--- src/inc/hcir_pkg.sv ---
// package for the hot-plug command and interrupt register bank
// assumes a 32-bit classic wishbone slave with word-aligned registers
package hcir_pkg;

    // printed register indices; byte address is four times the index
    localparam logic [7:0] HCIR_IDX_MSI_NUM   = 8'h12;
    localparam logic [7:0] HCIR_IDX_PROG_IF   = 8'h13;
    localparam logic [7:0] HCIR_IDX_COMMAND   = 8'h14;
    localparam logic [7:0] HCIR_IDX_CMD_STS   = 8'h16;
    localparam logic [7:0] HCIR_IDX_INTERRUPT_SOURCE_LOCATOR   = 8'h18;
    localparam logic [7:0] HCIR_IDX_CTRL_EN   = 8'h20;
    localparam logic [7:0] HCIR_IDX_SLOT_LAT  = 8'h24;
    localparam logic [7:0] HCIR_IDX_SLOT_MSK  = 8'h25;
    localparam int         HCIR_ADR_W         = 10;

    // field positions
    localparam int HCIR_CMD_CODE_LSB = 0;
    localparam int HCIR_CMD_SLOT_LSB = 8;
    localparam int HCIR_STS_BUSY     = 0;
    localparam int HCIR_STS_ERR_LSB  = 1;
    localparam int HCIR_EN_COMPLETION_INTERRUPT_MASK      = 2;
    localparam int HCIR_EN_CCD       = 16;
    localparam int HCIR_MAX_SLOTS    = 7;

    // reset values and constants
    localparam logic [7:0] HCIR_PROG_IF_VAL   = 8'h01;
    localparam logic       HCIR_COMPLETION_INTERRUPT_MASK_RST      = 1'b1;
    localparam logic [6:0] HCIR_SLOT_MSK_RST  = 7'h7f;
    // slot-operation commands are those whose code matches under this mask
    localparam logic [7:0] HCIR_SLOT_OP_MASK  = 8'he0;
    localparam logic [7:0] HCIR_SLOT_OP_MATCH = 8'h00;

    typedef enum logic {
        HCIR_CMD_IDLE = 1'b0,
        HCIR_CMD_BUSY = 1'b1
    } hcir_cmd_state_t;

    // command handed to the controller core
    typedef struct packed {
        logic       start;
        logic [7:0] code;
        logic [4:0] slot;
        logic       slot_valid;
    } hcir_cmd_t;

    // completion reported by the controller core
    typedef struct packed {
        logic       done;
        logic [2:0] err;
    } hcir_done_t;

    typedef struct packed {
        logic            ack;
        logic [31:0]     rdata;
        hcir_cmd_state_t st;
        logic [7:0]      code;
        logic [4:0]      slot;
        logic [2:0]      err;
        logic            start;
        logic            ccd;
        logic            completion_interrupt_mask;
        logic [6:0]      slot_lat;
        logic [6:0]      slot_msk;
    } hcir_state_t;

endpackage

--- src/hw/hcir_regs.sv ---
// hot-plug command, status and interrupt locator registers
// assumes classic wishbone master, slot logic and command core on clk_i
//
// Added by the designer: the Wishbone register port.
`timescale 1ns/1ps

// Function
// - msi number bits 4:0 reflect multiple message enable bits 6:4
// - programming interface register reads constant 01h
// - target slot bits 12:8 pick slot for slot operations
// - slot and code may be written separately; current slot used
// - target slot ignored for non slot-operation commands
// - target slot reads last written value, kept after completion
// - any write to command code bits 7:0 starts execution
// - command code reads last written value, kept after completion
// - busy bit 0 rises on code write, stays set while executing
// - busy falls when execution finishes, marking completion
// - command register writes discarded while busy
// - only a code write sets busy, never automatic power-down
// - error code bits 3:1 updated as busy falls, zero is success
// - locator bits 7:1 hold per-slot pending on unmasked events
// - clearing a slot's latched events clears its pending bit
// - locator bit 0 is completion detected and not masked
// - completion detected bit 16 set on busy fall, write one clears
// - completion mask bit 2 resets to one, detection still sets
module hcir_regs #(
    parameter int NUM_SLOTS = 7
) (
    input  wire logic                           clk_i,
    input  wire logic                           sys_rst_i,
    input  wire logic                           wb_cyc_i,
    input  wire logic                           wb_stb_i,
    input  wire logic                           wb_we_i,
    input  wire logic [hcir_pkg::HCIR_ADR_W-1:0] wb_adr_i,
    input  wire logic [3:0]                     wb_sel_i,
    input  wire logic [31:0]                    wb_dat_i,
    output logic      [31:0]                    wb_dat_o,
    output logic                                wb_ack_o,
    input  wire logic [2:0]                     multi_msg_enable_i,
    input  wire logic [6:0]                     slot_event_i,
    input  wire hcir_pkg::hcir_done_t           cmd_done_i,
    output hcir_pkg::hcir_cmd_t                 cmd_o,
    output logic      [31:0]                    interrupt_source_locator_o,
    output logic                                irq_o
);
    import hcir_pkg::*;

    if (NUM_SLOTS < 1 || NUM_SLOTS > HCIR_MAX_SLOTS) begin : g_bad_slots
        $error("NUM_SLOTS must be 1 to 7");
    end

    hcir_state_t q;
    hcir_state_t d;

    logic [6:0]  slot_used;
    logic [6:0]  slot_pending;
    logic [31:0] locator;
    logic        req;
    logic        wr_commit;
    logic [7:0]  idx;

    // register index of a byte address; non-word-aligned bits fall away
    function automatic logic [7:0] reg_index(input logic [HCIR_ADR_W-1:0] adr);
        return adr[HCIR_ADR_W-1:2];
    endfunction

    function automatic logic is_slot_op(input logic [7:0] code);
        return (code & HCIR_SLOT_OP_MASK) == HCIR_SLOT_OP_MATCH;
    endfunction

    // slots beyond NUM_SLOTS never latch and never report
    for (genvar g = 0; g < HCIR_MAX_SLOTS; g++) begin : g_slot
        assign slot_used[g] = (g < NUM_SLOTS);
    end

    assign slot_pending = q.slot_lat & ~q.slot_msk & slot_used;

    // combinational so a pending bit drops the cycle its cause goes away
    always_comb begin
        locator      = 32'h0000_0000;
        locator[7:1] = slot_pending;
        locator[0]   = q.ccd & ~q.completion_interrupt_mask;
    end

    assign req       = wb_cyc_i & wb_stb_i;
    assign wr_commit = req & wb_we_i & q.ack;
    assign idx       = reg_index(wb_adr_i);

    always_comb begin
        d       = q;
        d.ack   = req & ~q.ack;
        d.start = 1'b0;

        // read data is captured as the answer is formed
        if (req && !q.ack) begin
            d.rdata = 32'h0000_0000;
            unique case (idx)
                HCIR_IDX_MSI_NUM:  d.rdata[4:0] = {2'b00, multi_msg_enable_i};
                HCIR_IDX_PROG_IF:  d.rdata[7:0] = HCIR_PROG_IF_VAL;
                HCIR_IDX_COMMAND: begin
                    d.rdata[HCIR_CMD_CODE_LSB +: 8] = q.code;
                    d.rdata[HCIR_CMD_SLOT_LSB +: 5] = q.slot;
                end
                HCIR_IDX_CMD_STS: begin
                    d.rdata[HCIR_STS_BUSY]        = (q.st == HCIR_CMD_BUSY);
                    d.rdata[HCIR_STS_ERR_LSB +: 3] = q.err;
                end
                HCIR_IDX_INTERRUPT_SOURCE_LOCATOR:  d.rdata = locator;
                HCIR_IDX_CTRL_EN: begin
                    d.rdata[HCIR_EN_CCD]  = q.ccd;
                    d.rdata[HCIR_EN_COMPLETION_INTERRUPT_MASK] = q.completion_interrupt_mask;
                end
                HCIR_IDX_SLOT_LAT: d.rdata[6:0] = q.slot_lat;
                HCIR_IDX_SLOT_MSK: d.rdata[6:0] = q.slot_msk;
                default:           d.rdata = 32'h0000_0000;
            endcase
        end

        // software writes, taken at the edge where ack is seen high
        if (wr_commit) begin
            unique case (idx)
                HCIR_IDX_COMMAND: begin
                    // busy guard also blocks the slot field: a new slot must
                    // not retarget a command already in flight
                    if (q.st == HCIR_CMD_IDLE) begin
                        if (wb_sel_i[1]) begin
                            d.slot = wb_dat_i[HCIR_CMD_SLOT_LSB +: 5];
                        end
                        if (wb_sel_i[0]) begin
                            d.code  = wb_dat_i[HCIR_CMD_CODE_LSB +: 8];
                            d.start = 1'b1;
                            d.st    = HCIR_CMD_BUSY;
                        end
                    end
                end
                HCIR_IDX_CTRL_EN: begin
                    if (wb_sel_i[2] && wb_dat_i[HCIR_EN_CCD]) begin
                        d.ccd = 1'b0;
                    end
                    if (wb_sel_i[0]) begin
                        d.completion_interrupt_mask = wb_dat_i[HCIR_EN_COMPLETION_INTERRUPT_MASK];
                    end
                end
                HCIR_IDX_SLOT_LAT: begin
                    if (wb_sel_i[0]) begin
                        d.slot_lat = q.slot_lat & ~wb_dat_i[6:0];
                    end
                end
                HCIR_IDX_SLOT_MSK: begin
                    if (wb_sel_i[0]) begin
                        d.slot_msk = wb_dat_i[6:0];
                    end
                end
                default: begin
                end
            endcase
        end

        // hardware sets come last so a set beats a clear in the same cycle
        d.slot_lat = d.slot_lat | (slot_event_i & slot_used);

        unique case (q.st)
            HCIR_CMD_IDLE: begin
            end
            HCIR_CMD_BUSY: begin
                if (cmd_done_i.done && !q.start) begin
                    d.st  = HCIR_CMD_IDLE;
                    d.err = cmd_done_i.err;
                    d.ccd = 1'b1;
                end
            end
        endcase
    end

    always_ff @(posedge clk_i) begin
        if (sys_rst_i) begin
            q.ack      <= 1'b0;
            q.rdata    <= 32'h0000_0000;
            q.st       <= HCIR_CMD_IDLE;
            q.code     <= 8'h00;
            q.slot     <= 5'h00;
            q.err      <= 3'h0;
            q.start    <= 1'b0;
            q.ccd      <= 1'b0;
            q.completion_interrupt_mask     <= HCIR_COMPLETION_INTERRUPT_MASK_RST;
            q.slot_lat <= 7'h00;
            q.slot_msk <= HCIR_SLOT_MSK_RST;
        end else begin
            q <= d;
        end
    end

    assign wb_dat_o = q.rdata;
    assign wb_ack_o = q.ack;

    always_comb begin
        cmd_o.start      = q.start;
        cmd_o.code       = q.code;
        cmd_o.slot_valid = is_slot_op(q.code);
        cmd_o.slot       = is_slot_op(q.code) ? q.slot : 5'h00;
    end

    assign interrupt_source_locator_o = locator;
    assign irq_o                      = |locator;

endmodule // hcir_regs

--- config.mk ---
export PLATFORM = sky130hd
export DESIGN_NAME = hcir_regs
export DESIGN_NICKNAME = d
export VERILOG_FILES = /design/src/inc/hcir_pkg.sv /design/src/hw/hcir_regs.sv
export SDC_FILE = /design/constraint.sdc
export NUM_CORES = 1
export LEC_CHECK = 0
export BUFFER_PORTS_ARGS = -buffer_cell sky130_fd_sc_hd__buf_2
export CAP_MARGIN = 15
export CORE_MARGIN = 8
export CORE_UTILIZATION = 51
export CTS_BUF_LIST = sky130_fd_sc_hd__clkbuf_2
export DETAILED_ROUTE_END_ITERATION = 8
export PLACE_DENSITY = 0.89
export SKIP_CTS_REPAIR_TIMING = 1
export SLEW_MARGIN = 25
export SYNTH_ARGS = -nofsm -noshare
export SYNTH_HDL_FRONTEND = slang
export SYNTH_SLANG_ARGS = --single-unit
--- constraint.sdc ---
create_clock -name clk_i -period 3.5 [get_ports clk_i]
set_input_delay 0.35 -clock clk_i [delete_from_list [all_inputs] [get_ports clk_i]]
set_output_delay 0.35 -clock clk_i [all_outputs]
set_load 0.01 [all_outputs]
==> impl_metrics.py <==
metrics = {
    "synth": {
        "synth.distinct_cells": 47,
        "yosysWarningCount": 0,
        "synth_compound_area_share_pct": 12.56,
        "syn_inst": 329,
        "synth_top_family_by_area": "simple AND/OR/NAND/NOR gates",
        "synth-xor-area-share_pct": 0.3128,
        "ys_seq_area_share_pct": 35.03,
        "synth_edf_count": 0,
        "avgSynthCellArea_um2": 8.511,
        "synth_area_um2": 2800,
        "synthSimpleGateAreaFrac_pct": 23.55,
        "ys_async_sr_fraction_pct": 0,
        "synth_mux_area_share_pct": 7.864,
        "synth-seq-cells": 49,
        "synth_flop_cell": "dfxtp_1",
        "yosys.area_share.adder_pct": 0,
    },
    "sta": {
        "slew_viol_final": 0,
        "worst_pin_slew_ps": 872.9,
        "rsz0062_at_grt": "false",
        "slew_headroom_pct": 41.32,
        "finalCritPeriodShare_pct": 55.43,
        "tns_ps": 0,
        "period_minus_slack_ps": 1940,
        "finalSetupViolCount": 0,
        "skew_ps": 12.18,
        "fmax_ghz": 0.5154,
        "hold_viol_final": 0,
    },
    "power": {
        "p_switching_uw": 262.7,
        "pwr-share-clk_pct": 35.7,
        "power_frac_comb_pct": 10.1,
        "vdd_ir_drop_max_mv": 0.2289,
        "p_seq_share_pct": 54.2,
        "leakagePower_uw": 0.001428,
        "power_density_nw_per_um2": 351.8,
        "sw_frac_of_total_pct": 24.84,
        "p_int_uw": 795.0,
    },
    "floorplanning": {
        "die_h_um": 90.10,
        "ioPinCount": 146,
        "fp-row-count": 27,
        "coreArea_um2": 5405,
        "start_util_pct": 51.81,
        "die_w_um": 90.10,
        "dieArea_um2": 8118,
    },
    "layout": {
        "drive_above_1_share_pct": 26.25,
        "area_growth_pct": 7.373,
        "antenna_cells": 0,
        "fin_nets": 445,
        "utilization_pct": 55.63,
        "finalInstanceArea_um2": 3007,
        "stdcell_count": 453,
    },
    "routing": {
        "routedWlPerCell_um": 15.74,
        "drtAntennaViolNets": 0,
        "drc": 0,
        "vias_per_cell": 5.168,
        "dr.pass1.iters": 4,
        "vias": 2341,
        "wirelength_mm": 7.131,
        "drtIter0Drc": 201,
    },
    "setup_path": {
        "worstSetupPathType": "flip-flop to output pin",
        "path_cells": "nor3_1 -> and2_1 -> buf_2",
        "start_kind": "flip-flop",
        "crit_fanout": 6,
        "cp.arrival_ps": 1590,
        "cp-end-kind": "output pin",
        "required_ps": 3150,
        "critPathSlowestCell": "nor3_1",
        "max_stage_delay_ps": 440,
    },
    "min_path": {
        "hp-class": "input port to flip-flop",
    },
    "status": {
        "status": "finished clean",
    },
    "cts": {
        "clock_latency_ps": 430,
        "cts_tree": "yes",
        "htree_num_levels": 2,
        "cts_buffers": 5,
        "cts_buffer_depth": 2,
        "clk_pin_slew_ps": 240,
        "cts.sinks": 49,
        "clockRootBuffer": "clkbuf_2",
    },
    "grt": {
        "grt_pass1_wl_mm": 11.73,
        "grt_max_degree": 50,
        "grt_usage_pct": 17.34,
        "grt_overflow_total": 0,
        "grt_pass1_vias": 2378,
        "antenna_found_initial": 0,
    },
    "placement": {
        "dp.cells": 445,
        "dpl_cell_area_um2": 2917,
        "port_buffers": 82,
        "place_hpwl_mm": 5.620,
        "gp_congestion": 0.9033,
    },
    "run": {
        "drv_cap": 0,
    },
}
## worst max-delay path, delay by kind of cell (launching register included)
kind                   cells  cell delay (ps)
AND/OR/NAND/NOR            2              640
flip-flops                 1              390
buffers and inverters      1              140
## final timing paths
| kind | from | to | slack (ps) | depth (start not counted) |
|---|---|---|---|---|
| max reg2reg | wb_ack_o | wb_dat_o[1] | 1620 | 5 |
| max | cmd_o[13] | cmd_o[3] | 1560 | 3 |
| min reg2reg | wb_dat_o[11] | wb_dat_o[11] | 460 | 2 |
| min | slot_event_i[2] | q[9] | 110 | 3 |
## power by group through the flow
stage | Sequential, µW | Clock (µW) | Combinational (µW)
3_3_place_gp | 583 | 0 | 102
5_1_grt | 575 | 402 | 119
6_report | 574 | 377 | 107
4_1_cts | 574 | 379 | 105
3_5_place_dp | 584 | 0 | 104
2_1_floorplan | 583 | 0 | 100
## logic make-up after synthesis
| kind of cell | after synthesis |
|---|---|
| AOI/OAI and AO/OA | 52 |
| xor gates and xnor gates | 1 |
| buffers and inverters | 87 |
| DFF | 49 |
| muxes | 22 |
| other | 1 |
| and+or+nand+nor | 117 |
## synth_stat cells (all sizes together), types with 8 or more instances
cell    number  area share, %
buf         69             18
dfxtp       49             35
nor2        34            4.6
nand2       24            3.2
mux2i       22            7.9
a21oi       19            3.4
clkbuf      12            1.6
nor2b       10            2.2
and2         8            1.8
nand3        8            1.9
## state kept, by name, indices dropped and copies added, names as in the netlist
register	cells
q	25
wb_ack_o	1
wb_dat_o	14
cmd_o	9
## stage by stage
step	hold WS (ps)	power (µW)	setup slack (ps)
after floorplan	432.3	682.8	1545
after global placement	437.6	685.0	1209
after detailed placement	441.0	688.2	1169
after CTS	96.63	1057	1557
after global routing	79.41	1096	1406
final	106.2	1058	1560
## routing by layer
metal / global-route usage (%) / up-vias / routed length, µm
met2: 28.83 / 100 / 3482
met4: 5.132 / 0 / 105
met5: 0 / - / 0
li1: - / 1134 / -
met3: 6.151 / 11 / 593
met1: 20.43 / 1096 / 2950
## layout make-up
type | count | area (µm²)
Fill cell | 506 | 2399
Multi-Input combinational cell | 234 | 1398
Sequential cell | 49 | 980.9
Timing Repair Buffer | 84 | 425.4
Tap cell | 72 | 90.09
Clock inverter | 3 | 65.06
Clock buffer | 5 | 25.02
Inverter | 6 | 22.52
## placed cells by master (no fill, tap or decap), drive strengths merged, types with 2 or more instances in the layout
master	synthesis	routed
o21ai	6	6
bufinv	0	2
a2111oi	2	2
or4b	2	2
conb	1	42
mux2i	22	22
nor3	5	5
a22oi	6	6
nand2	24	24
nor4	4	4
nor4b	4	4
nor2b	10	10
nand3b	2	2
nand3	8	8
clkbuf	12	5
and2	8	8
nor2	34	34
nand2b	6	6
and4b	2	2
inv	6	6
a21oi	19	19
a211oi	2	2
nand4	3	3
buf	69	84
o2bb2ai	2	2
a211o	3	3
dfxtp	49	49
a221oi	5	5
No activity file was read; power rests on OpenSTA's default activity.
